**config.mk**
```make
export PLATFORM = sky130hd
export DESIGN_NAME = sdd_top
export DESIGN_NICKNAME = d
export VERILOG_FILES = /design/src/design/sdd_top.v /design/src/design/sdd_divider.v /design/src/design/sdd_boxcar.v
export VERILOG_INCLUDE_DIRS = /design/src /design/src/design
export SDC_FILE = /design/constraint.sdc
export NUM_CORES = 1
export LEC_CHECK = 0
export BUFFER_PORTS_ARGS = -buffer_cell sky130_fd_sc_hd__buf_4
export CAP_MARGIN = 0
export CORE_ASPECT_RATIO = 1.75
export CORE_MARGIN = 5
export CORE_UTILIZATION = 60
export DETAILED_ROUTE_END_ITERATION = 8
export HOLD_SLACK_MARGIN = 0.1
export MAX_ROUTING_LAYER = met4
export PLACE_DENSITY = 0.75
export SKIP_LAST_GASP = 1
export SYNTH_ARGS = -nofsm -noshare
export SYNTH_HDL_FRONTEND = slang
export SYNTH_SLANG_ARGS = --single-unit
```
**constraint.sdc**
```tcl
create_clock -name mclk -period 33.6 [get_ports mclk]
set_input_delay 5.04 -clock mclk [delete_from_list [all_inputs] [get_ports mclk]]
set_output_delay 5.04 -clock mclk [all_outputs]
set_load 0.05 [all_outputs]
```
**src/design/sdd_defines.vh**
```
// Purpose: Constants for the sigma-delta decimation output block
// Assumes: Included by bare name from design files
// Notes:   Ratios are fixed against the master clock
`ifndef SDD_DEFINES_VH
`define SDD_DEFINES_VH
`define SDD_CUTOFF_RATIO   409600
`define SDD_SAMPLE_DIV     256
`define SDD_UPDATE_DIV     1024
`define SDD_WORD_W         20
`define SDD_VALID_HOLD     3'h4
`define SDD_DIV_W          10
`define SDD_MID_CODE       20'h80000
`define SDD_MAX_CODE       20'hFFFFF
`define SDD_SETTLE_WORDS   500
`define SDD_STAGES         3
`endif

```
**src/design/sdd_top.v**
```verilog
// Purpose: Decimating low-pass back end of a sigma-delta converter
// Assumes: 4.096 MHz mclk here; all rates scale with mclk
// Notes:   Three cascaded boxcars approximate the Gaussian response
//
// How it works
// - The filter cutoff is the master clock divided by 409600 and follows clock changes.
// - At 4.096 MHz a new result arrives every 4 kHz with a 10 Hz cutoff.
// - The modulator bit is sampled at 16 kHz nominal and its duty cycle feeds the filter.
// - Conversion runs continuously with no start request.
// - Each result sits in a 20-bit register readable at any moment.
// - After a step, results are invalid for the settling time; the host discards them.
// - After power-up the rolling average fills before any output counts as valid.
// - Unipolar range gives straight binary, bipolar gives offset binary.
// - Unipolar spans ground to reference, bipolar spans twice the reference about zero.
// - The datapath has headroom so overrange neither saturates nor wraps the sums.
// - All rates derive by fixed ratios from the one master clock.
// - The valid flag is low while data is valid, high after a word is sent and for 4 clocks after each load.
`timescale 1ns/1ps
`default_nettype none
`include "sdd_defines.vh"
module sdd_top #(
    parameter SAMPLE_DIV   = `SDD_SAMPLE_DIV,
    parameter UPDATE_DIV   = `SDD_UPDATE_DIV,
    parameter SETTLE_WORDS = `SDD_SETTLE_WORDS
) (
    input  wire                     mclk,
    input  wire                     rst_n,
    input  wire                     mod_bit,
    input  wire                     range_select_pin,
    input  wire                     word_sent,
    output reg  [`SDD_WORD_W-1:0]   result_q,
    output reg                      result_valid_n,
    output reg                      load_pulse_q
);
    // Pin inputs, two flops each
    reg mod_s1_q, mod_s2_q, rng_s1_q, rng_s2_q;
    always @(posedge mclk) begin
        if (!rst_n) begin
            mod_s1_q <= 1'b0;
            mod_s2_q <= 1'b0;
            rng_s1_q <= 1'b0;
            rng_s2_q <= 1'b0;
        end else begin
            mod_s1_q <= mod_bit;
            mod_s2_q <= mod_s1_q;
            rng_s1_q <= range_select_pin;
            rng_s2_q <= rng_s1_q;
        end
    end

    // Rates are fixed divisions of mclk, so cutoff tracks the clock
    wire samp_tick;
    wire upd_tick;
    sdd_divider #(.DIV(SAMPLE_DIV), .W(`SDD_DIV_W)) u_samp (
        .mclk  (mclk),
        .rst_n (rst_n),
        .tick  (samp_tick)
    );
    sdd_divider #(.DIV(UPDATE_DIV), .W(`SDD_DIV_W)) u_upd (
        .mclk  (mclk),
        .rst_n (rst_n),
        .tick  (upd_tick)
    );

    // Integrate the bitstream between samples; runs free, no start
    reg [7:0] ones_q;
    reg [8:0] samp_q;
    always @(posedge mclk) begin
        if (!rst_n) begin
            ones_q <= 8'h00;
            samp_q <= 9'h000;
        end else if (samp_tick) begin
            samp_q <= {1'b0, ones_q} + {8'h00, mod_s2_q};
            ones_q <= 8'h00;
        end else begin
            ones_q <= ones_q + {7'h00, mod_s2_q};
        end
    end

    // Three boxcars of 16 at 16 kHz; widths carry full growth
    wire [12:0] st1;
    wire [16:0] st2;
    wire [20:0] st3;
    sdd_boxcar #(.IW(9), .OW(13), .DEPTH(16), .SH(4)) u_bx1 (
        .mclk  (mclk),
        .rst_n (rst_n),
        .en    (samp_tick),
        .din   (samp_q),
        .dout  (st1)
    );
    sdd_boxcar #(.IW(13), .OW(17), .DEPTH(16), .SH(4)) u_bx2 (
        .mclk  (mclk),
        .rst_n (rst_n),
        .en    (samp_tick),
        .din   (st1),
        .dout  (st2)
    );
    sdd_boxcar #(.IW(17), .OW(21), .DEPTH(16), .SH(4)) u_bx3 (
        .mclk  (mclk),
        .rst_n (rst_n),
        .en    (samp_tick),
        .din   (st2),
        .dout  (st3)
    );

    // Shorter sample periods count fewer ones, so restore the full-scale gain
    localparam integer GAIN_SH = 8 - $clog2(SAMPLE_DIV);
    wire [20:0] scaled = st3 << GAIN_SH;

    // Scale to 20 bits, clamp only the top code; full scale is 2^20 counts
    // Bipolar shares the map: midscale is zero, giving offset binary
    reg [`SDD_WORD_W-1:0] code_d;
    always @* begin
        if (scaled[20])
            code_d = `SDD_MAX_CODE;
        else
            code_d = scaled[19:0];
    end

    // Settling after power-up: count loads before trusting data
    reg [9:0] settle_q;
    wire      settled = (settle_q == SETTLE_WORDS[9:0]);
    always @(posedge mclk) begin
        if (!rst_n)
            settle_q <= 10'h000;
        else if (upd_tick && !settled)
            settle_q <= settle_q + 10'h001;
    end

    // Output register and valid flag
    reg [2:0] hold_q;
    always @(posedge mclk) begin
        if (!rst_n) begin
            result_q       <= `SDD_MID_CODE;
            result_valid_n <= 1'b1;
            load_pulse_q   <= 1'b0;
            hold_q         <= 3'h0;
        end else begin
            load_pulse_q <= upd_tick;
            if (upd_tick) begin
                result_q       <= code_d;
                hold_q         <= `SDD_VALID_HOLD;
                result_valid_n <= 1'b1;
            end else if (hold_q != 3'h0) begin
                hold_q <= hold_q - 3'h1;
                if (hold_q == 3'h1)
                    result_valid_n <= ~settled;
            end else if (word_sent) begin
                result_valid_n <= 1'b1;
            end
        end
    end
endmodule // sdd_top
`default_nettype wire

```
**src/design/sdd_divider.v**
```verilog
// Purpose: Free-running divider giving one-cycle enable pulses
// Assumes: Single master clock, synchronous active-low reset
// Notes:   Pulse in the cycle after the last count of each period
`timescale 1ns/1ps
`default_nettype none
module sdd_divider #(
    parameter DIV = 1024,
    parameter W   = 10
) (
    input  wire         mclk,
    input  wire         rst_n,
    output reg          tick
);
    reg [W-1:0] cnt_q;
    always @(posedge mclk) begin
        if (!rst_n) begin
            cnt_q <= {W{1'b0}};
            tick  <= 1'b0;
        end else begin
            tick <= (cnt_q == DIV[W-1:0] - 1'b1);
            if (cnt_q == DIV[W-1:0] - 1'b1)
                cnt_q <= {W{1'b0}};
            else
                cnt_q <= cnt_q + 1'b1;
        end
    end
endmodule // sdd_divider
`default_nettype wire

```
**src/design/sdd_boxcar.v**
```verilog
// Purpose: One boxcar stage of the rolling-average filter
// Assumes: Input valid on en pulses only
// Notes:   Sum register carries headroom bits so overrange never wraps
`timescale 1ns/1ps
`default_nettype none
module sdd_boxcar #(
    parameter IW    = 24,
    parameter OW    = 24,
    parameter DEPTH = 16,
    parameter SH    = 4
) (
    input  wire          mclk,
    input  wire          rst_n,
    input  wire          en,
    input  wire [IW-1:0] din,
    output wire [OW-1:0] dout
);
    reg [IW-1:0]    hist_q [0:DEPTH-1];
    reg [IW+SH-1:0] sum_q;
    integer         i;
    always @(posedge mclk) begin
        if (!rst_n) begin
            sum_q <= {(IW+SH){1'b0}};
            for (i = 0; i < DEPTH; i = i + 1)
                hist_q[i] <= {IW{1'b0}};
        end else if (en) begin
            sum_q <= sum_q + {{SH{1'b0}}, din} - {{SH{1'b0}}, hist_q[DEPTH-1]};
            hist_q[0] <= din;
            for (i = 1; i < DEPTH; i = i + 1)
                hist_q[i] <= hist_q[i-1];
        end
    end
    assign dout = sum_q[IW+SH-1 -: OW];
endmodule // sdd_boxcar
`default_nettype wire

```
# Yosys cells after proc, flatten, opt, wreduce, memory -nomap -nowiden
# Memories as Yosys holds them, arrays and structs flattened.
# Cells that the tools add are included.
[word_totals]
mem_count = 3
out_inout_bits = 22
ff_bits = 127
ram_bits = 624
[op_classes]
n_eq_ne = 5
n_reduce_logical = 10
bitwise = 50
muxes = 58
add_sub_neg = 12
[memory_table]
columns = ["name", "words", "word_bits", "read_ports", "rd_ports_with_merged_regs", "wr", "line", "text"]
rows = [
  ["u_bx3.hist_q", 16, 17, 16, 0, 16, "sdd_boxcar.v:18", "reg [IW-1:0] hist_q [0:DEPTH-1];"],
  ["u_bx2.hist_q", 16, 13, 16, 0, 16, "sdd_boxcar.v:18", ""],
  ["u_bx1.hist_q", 16, 9, 16, 0, 16, "sdd_boxcar.v:18", ""],
]
[op_table]
columns = ["op", "count"]
rows = [
  ["$mux W17", 16],
  ["$mux W13", 16],
  ["$mux W9", 16],
  ["$or A1 B1 Y1", 48],
  ["$add A10 B1 Y10 const B", 3],
  ["$add A21 B17 Y21", 1],
  ["$sub A21 B17 Y21", 1],
  ["$mux W20", 1],
  ["$add A17 B13 Y17", 1],
  ["$sub A17 B13 Y17", 1],
  ["$add A13 B9 Y13", 1],
  ["$sub A13 B9 Y13", 1],
  ["$eq A10 B10 Y1 const B", 1],
  ["$eq A10 B8 Y1 const B", 1],
  ["$eq A10 B9 Y1 const B", 1],
  ["$add A8 B1 Y9", 1],
  ["$add A8 B1 Y8", 1],
  ["$reduce_or A2 Y1", 4],
  ["$mux W1", 7],
  ["$mux W3", 2],
  ["$reduce_bool A2 Y1", 2],
  ["$eq A3 B1 Y1 const B", 1],
  ["$reduce_bool A3 Y1", 1],
  ["$sub A3 B1 Y3 const B", 1],
  ["5 further kinds", 6],
]

# Depth between registers and ports, before layout
# Gate-level depths: netlist of run 1.
[depth]
depth_word = 4
ltp_mapped = 13

# Cells and area by module
# A second synthesis of run 1 with hierarchy kept.
[unflattened]
hier_cells = 2409
area_unflattened_um2 = 31656.6
[by_module_without_submodules]
columns = ["mod", "area_each_um2", "cells_per_inst", "instances", "seq_area_each_um2"]
rows = [
  ["sdd_boxcar at u_bx3", 12519.5, 926, 1, 8588.2],
  ["sdd_boxcar at u_bx2", 9444.1, 670, 1, 6586.3],
  ["sdd_boxcar at u_bx1", 6641.4, 478, 1, 4584.4],
  ["sdd_top", 2112.0, 234, 1, 1081.0],
  ["sdd_divider at u_samp", 479.2, 49, 1, 220.2],
  ["sdd_divider at u_upd", 460.4, 52, 1, 220.2],
]

# Worst setup path before layout of run 1
# OpenSTA, ideal clock, no wires.
[synth_timing]
kind = "input to register"
from = "input port rst_n"
to = "register u_bx2.sum_q[15], in the netlist u_bx2.dout[15]"
cell_stages = 6
slack_ps = 8963
t_arrival_ps = 23745
required_time_ps = 32709
path_buffers = 2
setup_time_ps = 891
cell_sequence = "clkbuf_1 > inv_2 > nor2_1 > inv_1 > clkbuf_1 > o32ai_1"
[synth_rtl]
columns = ["element", "line", "text"]
rows = [
  ["start: declaration", "sdd_top.v:27", "input wire rst_n,"],
  ["end signal: assignment", "sdd_boxcar.v:23", "sum_q <= {(IW+SH){1'b0}};"],
  ["end signal: assignment", "sdd_boxcar.v:27", "sum_q <= sum_q + {{SH{1'b0}}, din} - {{SH{1'b0}}, hist_q[DEPTH-1]};"],
  ["end: declaration", "sdd_boxcar.v:19", "reg [IW+SH-1:0] sum_q;"],
]

==> summary.txt, run 1 <==
Global route
  • Number of global-route vias before repair: 16960
  • Congestion Overflow GR: 0
  • Largest net degree at the start of global routing: 243
  • First-pass GRT wire length: 85.41 mm
  • Gr usage total: 0.1879
  • Number of antenna violations at the first check in global routing: 0

Floorplan
  • CORE AREA: 51340 sq um
  • Die Y: 310.8 um
  • I/O pin total: 27
  • Cell Rows: 110
  • Initial core utilization: 0.6042
  • Die area: 56520 sq um
  • Die Wd: 181.9 um

Worst setup path
  • Reg2reg end: u_bx3.hist_q[5][8]
  • Crit-path max FO: 115
  • WS Path Type: input port to flop
  • Crit-path slowest cell: buf_4
  • Worst path cell trace: buf_8 -> inv_2 -> nor2_1 -> buf_4 -> inv_8 -> buf_4 -> buf_4
  • Critical path required time: 33810 ps
  • FF-to-FF setup slack: 29760 ps
  • Reg2reg path depth: 5
  • Endpoint type of the worst setup path: flop
  • Reg2reg start: u_samp.tick
  • Startpoint Class: input port
  • CP max stage delay: 980 ps
  • Critical path arrival: 8060 ps
  • Worst path most repeated cell: buf_4

Min path
  • Critical hold path startpoint: mod_s1_q
  • HP Class: flop to flop
  • Hold path endpoint: mod_s2_q
  • Worst hold path depth: 1

STA
  • Final Hold Fails: 0
  • Fmax: 127.4 MHz
  • Crit share post-route: 0.2336
  • Least-Margin Pin Slew: 1238 ps
  • RSZ-0062 raised after global routing: false
  • Final min period: 7850 ps
  • Setup slack after layout: 25750 ps
  • Slew headroom: 0.1746
  • Setup Viol. Count Final: 0
  • Final count of pins violating max slew: 0
  • Sum of negative setup slack: 0 ps
  • Final clock skew: 23.73 ps

Clocking
  • Clk sinks: 751
  • CTS HTree Levels: 3
  • Buffer count from post-CTS setup fixing: 0
  • Clk_lat worst skew: 590 ps
  • Clock-pin slew on the worst setup and hold paths: 70 ps
  • Root buffer cell: clkbuf_16
  • Cts repair resizes: 0
  • Hold buffers post-CTS: 0
  • Clk buf depth: 3
  • CTS Buf Count: 67
  • CTS tree: built

Synth
  • Syn Std Cell Area: 31020 sq um
  • Synth top area cells: edfxtp_1, dfxtp_1, and3_1
  • Yosys reg bits: 751
  • Largest area contributor in the netlist: edfxtp_1
  • Average size of a mapped cell: 13.46 sq um
  • Number of flops mapped to enable cells by yosys: 624
  • Synth cell types: 57
  • Yosys warning count: 0
  • Async set-or-reset flop fraction in the synthesized netlist: 0
  • Syn Nets: 2409
  • Register area share after synthesis: 0.6861
  • Post-synth top area share: 0.6041
  • Synthesized instance count: 2304
  • Top_reg_cell synth: edfxtp_1

Power and ir drop
  • PwrDens: 55.43 nW/um^2
  • Leak pwr: 13.87 nW
  • VDD IR-drop max: 0.03484 mV

Route
  • Routed wire length: 52.30 mm
  • Via count: 16900
  • DRT iter0 DRCs: 1152
  • Drt drc: 0
  • Routed Antenna Nets: 0
  • Vias/cell: 5.632
  • DR WL/cell: 17.43 um
  • Detailed Routing Iterations Pass 1: 7

Final layout
  • P&R area growth vs syn: 9.185%
  • Nets: 2380
  • Share of cells above drive strength 1: 0.06658
  • Diode count: 0

Placement
  • Final HPWL DP: 29.59 mm
  • Pre-CTS setup slack: 25150 ps
  • IO Port Bufs: 25
  • RD Place Congestion: 0.8663

Job
  • Max Cap Violations: 0

Outcome
  • Status: complete, no violations
## stage by stage
stage                     power, mW  instances    util  area (sq um)  hold WS [ps]
after global placement        1.137       2878  0.6173         31690         436.2
after floorplan               1.148       2304       -         31020         411.9
final                         1.877       3000  0.6597         33870         441.3
after detailed placement      1.141       2878  0.6173         31690         430.3
after CTS                     1.898       3000  0.6597         33870         449.1
after global routing          1.946       3000  0.6597         33870         466.9
## worst max-delay path: cells and delay by family
kind,cells,cell delay [ps]
and+or+nand+nor,1,40
buffers and inverters,6,2790
## synth_stat cells (3+ instances only)
master      n
a31oi_1     6
or3_1       3
a21o_1     18
fa_1       39
a22o_1      3
o32ai_1     3
mux2i_1    22
xnor2_1    30
xor2_1     29
buf_1       5
o22ai_1    33
o21ai_0    28
ha_1       61
o211ai_1    7
nand2b_1    8
nand4b_1    3
inv_1     154
clkbuf_1  134
nor3_1     13
a21oi_1    45
dfxtp_1   127
a211o_1     4
nand3_1    18
nor2_1    153
and3_1    361
nand2_1    39
a211oi_1   14
o21bai_1    9
o21a_1      9
edfxtp_1  624
nor3b_1     4
and2_1    247
nand4_1    15
## flip-flops by register name, indices dropped and copies added, names as in the netlist, 13 cells and up
name / count
u_bx3.hist_q: 272
u_bx2.hist_q: 208
u_bx3.dout: 21
u_bx1.dout: 13
u_bx1.hist_q: 144
result_q: 20
u_bx2.dout: 17
## cell type report
| type | count | area, sq um |
|---|---|---|
| Inverter | 155 | 589.3 |
| Multi-Input combinational cell | 1259 | 8637 |
| Tap cell | 672 | 840.8 |
| Clock buffer | 85 | 1878 |
| Clock inverter | 37 | 297.8 |
| Fill cell | 3565 | 17470 |
| Sequential cell | 751 | 21280 |
| Timing Repair Buffer | 41 | 340.3 |
## logic make-up after synthesis
logic type                 synth area share
AOI/OAI and AO/OA                   0.04344
xor gates and xnor gates            0.01666
buffers and inverters               0.03558
and+or+nand+nor                      0.1607
muxes                              0.007825
adders and majority gates           0.04978
DFF                                  0.6861
## power by group
group          internal (mW)  switching [mW]  leakage (nW)
registers               1.05          0.0109          7.33
logic                 0.0202          0.0433          5.47
clock network          0.422           0.335          1.07
total                   1.49           0.389          13.9
## cell usage in the layout, fill, tap and decap left out, types with 39 or more instances in the layout
| cell | synthesis | final |
|---|---|---|
| nor2_1 | 153 | 153 |
| dfxtp_1 | 127 | 126 |
| clkbuf_16 | 0 | 70 |
| and2_1 | 247 | 247 |
| inv_1 | 154 | 153 |
| and3_1 | 361 | 361 |
| fa_1 | 39 | 39 |
| a21oi_1 | 45 | 45 |
| edfxtp_1 | 624 | 624 |
| ha_1 | 61 | 61 |
## metal layers
| metal | global-route usage | part of all wire | vias to the layer above |
|---|---|---|---|
| met2 | 0.3092 | 0.51 | 284 |
| met5 | - | 0 | - |
| met3 | 0.02620 | 0.032 | 94 |
| met1 | 0.2434 | 0.43 | 8381 |
| li1 | - | - | 8137 |
| met4 | 0.06350 | 0.024 | 0 |
## worst max-delay path by stage
stage | from | end | slack, ps
2_1_floorplan | rst_n | u_bx2.dout[15] | 8960
3_3_place_gp | rst_n | u_bx3.hist_q[0][8] | 25230
3_5_place_dp | rst_n | u_bx3.hist_q[5][8] | 25150
4_1_cts | rst_n | u_bx3.hist_q[1][3] | 25790
5_1_grt | rst_n | u_bx3.hist_q[1][3] | 25560
6_report | rst_n | u_bx3.hist_q[5][8] | 25750
Note: power is estimated with default switching activity, not from simulation.
==> run 2: changes to the inputs <==
Settings changed: CORE_UTILIZATION 60 to 57.
Clock period 33.6 ns to 6.7 ns, I/O delays scaled along.
==> run 2 against run 1 <==
- die area up 5.0%
- register-to-register slack worse by 27000 ps
- utilization decreased by 3.3 points
- via count decreased by 0.45%
- design area is 0.14% higher
- non-clock buffer count shrank 4
- combinational power increased to 5.0 times the previous value
- sequential power rose to 5.0 times the previous value
- worst setup slack got worse by 23000 ps
- critical path depth down 2
- worst hold slack better by 9.4 ps
- total power rose to 5.1 times the previous value
==> summary.txt, run 2 (synthesis results as in run 1) <==
Clocking
  • Cts repair resizes: 0
  • Clk buf depth: 3
  • Clk_lat worst skew: 600 ps
  • Clock-pin slew on the worst setup and hold paths: 60 ps
  • Clk sinks: 751
  • CTS Buf Count: 67
  • Hold buffers post-CTS: 0
  • Root buffer cell: clkbuf_16
  • CTS HTree Levels: 3
  • CTS tree: built
  • Buffer count from post-CTS setup fixing: 0

Worst setup path
  • Crit-path max FO: 210
  • Critical path required time: 6870 ps
  • Critical path arrival: 3890 ps
  • Setup crit start: rst_n
  • WS Path Type: input port to flop
  • Startpoint Class: input port
  • Endpoint type of the worst setup path: flop
  • Reg2reg start: u_bx1.dout[1]

Placement
  • Final HPWL DP: 29.20 mm
  • IO Port Bufs: 25
  • RD Place Congestion: 0.8295
  • Placed Cells: 2892

Power and ir drop
  • VDD IR-drop max: 0.2104 mV
  • PwrDens: 280.3 nW/um^2
  • Clock power share: 0.409
  • Net Sw Frac: 0.2048
  • Register share of total power: 0.557
  • Switch Pwr: 1.947 mW
  • Power Internal: 7.559 mW
  • Leak pwr: 13.86 nW
  • Logic pwr share: 0.034

STA
  • WHS: 450.7 ps
  • Final min period: 3727 ps
  • Final Hold Fails: 0
  • Fmax: 268.3 MHz
  • Final count of pins violating max slew: 0
  • Slew headroom: 0.2686
  • Setup Viol. Count Final: 0
  • Sum of negative setup slack: 0 ps
  • RSZ-0062 raised after global routing: false
  • Crit share post-route: 0.5562
  • Least-Margin Pin Slew: 1097 ps
  • Final clock skew: 26.28 ps

Final layout
  • Finished Core Util: 0.6263
  • Reg with most FFs: u_bx3.hist_q
  • Diode count: 0
  • Most common cell after layout, fill and taps aside: edfxtp_1
  • Nets: 2376
  • Most frequent cells in the layout: edfxtp_1, and3_1, and2_1
  • P&R area growth vs syn: 9.342%
  • Share of cells above drive strength 1: 0.06368
  • Fill count: 3935
  • Largest registers: u_bx3.hist_q (272), u_bx2.hist_q (208), u_bx1.hist_q (144)
  • Post-route insts no fill: 3014
  • Max FFs per register: 272

Global route
  • Largest net degree at the start of global routing: 233
  • Number of antenna violations at the first check in global routing: 0
  • First-pass GRT wire length: 86.45 mm
  • Gr usage total: 0.1787
  • Number of global-route vias before repair: 16890
  • Congestion Overflow GR: 0

Min path
  • Critical hold path startpoint: mod_s1_q
  • HP Class: flop to flop

Route
  • Detailed Routing Iterations Pass 1: 4
  • DRT iter0 DRCs: 1249
  • Via count: 16820
  • DR WL/cell: 17.24 um
  • Routed wire length: 51.96 mm
  • Vias/cell: 5.581
  • Routed Antenna Nets: 0
  • Drt drc: 0

Floorplan
  • Cell Rows: 113
  • I/O pin total: 27
  • Die area: 59370 sq um
  • Die Y: 318.6 um
  • CORE AREA: 54150 sq um
  • Die Wd: 186.3 um
  • Initial core utilization: 0.5728

Outcome
  • Status: complete, no violations

Job
  • Max Cap Violations: 0
run 2: changes by cell type in the layout (fill, tap and decap cells not counted), sizes merged:
cell / delta
inv: +1
buf: -4
clkinv: -5
bufinv: +4
run 2: worst max-delay path: stages:
cell and delay [ps]:
buf_8 580, inv_2 60, nor2_1 820, inv_8 510, buf_12 510
run 2: through the flow:
stage	instance area (sq um)	setup WS [ps]	power, mW
final	33920	2973	9.506
after global routing	33920	2780	9.866
after CTS	33920	3098	9.600
after detailed placement	31700	2459	5.722
after global placement	31700	2575	5.700
after floorplan	31030	1965	5.638
run 2: path summary, 6_finish.rpt:
kind / endpoint / slack, ps / cells after the start
setup / recovery: u_bx1.hist_q[0][46] / 2970 / 5
hold reg to reg: mod_s2_q / 450 / 1
setup reg to reg: u_bx2.dout[16] / 3080 / 11
hold / removal: mod_s2_q / 450 / 1
run 2: layout make-up:
| cell class | instances | area, sq um | area share |
|---|---|---|---|
| clock inverters | 37 | 394.1 | 0.01162 |
| clock buffers | 85 | 1826 | 0.05382 |
| repair buffers | 37 | 322.8 | 0.009518 |
| multi-input cells | 1259 | 8637 | 0.2547 |
| well taps | 690 | 863.3 | 0.02545 |
| flip-flops and latches | 751 | 21280 | 0.6276 |
| inverters | 155 | 589.3 | 0.01738 |
run 2: power groups by stage:
stage	clock, mW	combinational [mW]	sequential, mW
floorplan	0	0.248	5.39
global placement	0	0.305	5.39
detailed placement	0	0.323	5.40
CTS	3.98	0.324	5.30
global route	4.19	0.361	5.31
finish	3.89	0.319	5.30
run 2: metal layers:
| metal | wire length (um) | track usage | up-vias |
|---|---|---|---|
| li1 | - | - | 8130 |
| met1 | 22860 | 0.2318 | 8360 |
| met2 | 26260 | 0.2932 | 230 |
| met3 | 1473 | 0.02621 | 100 |
| met4 | 1370 | 0.05909 | 0 |
| met5 | 0 | - | - |
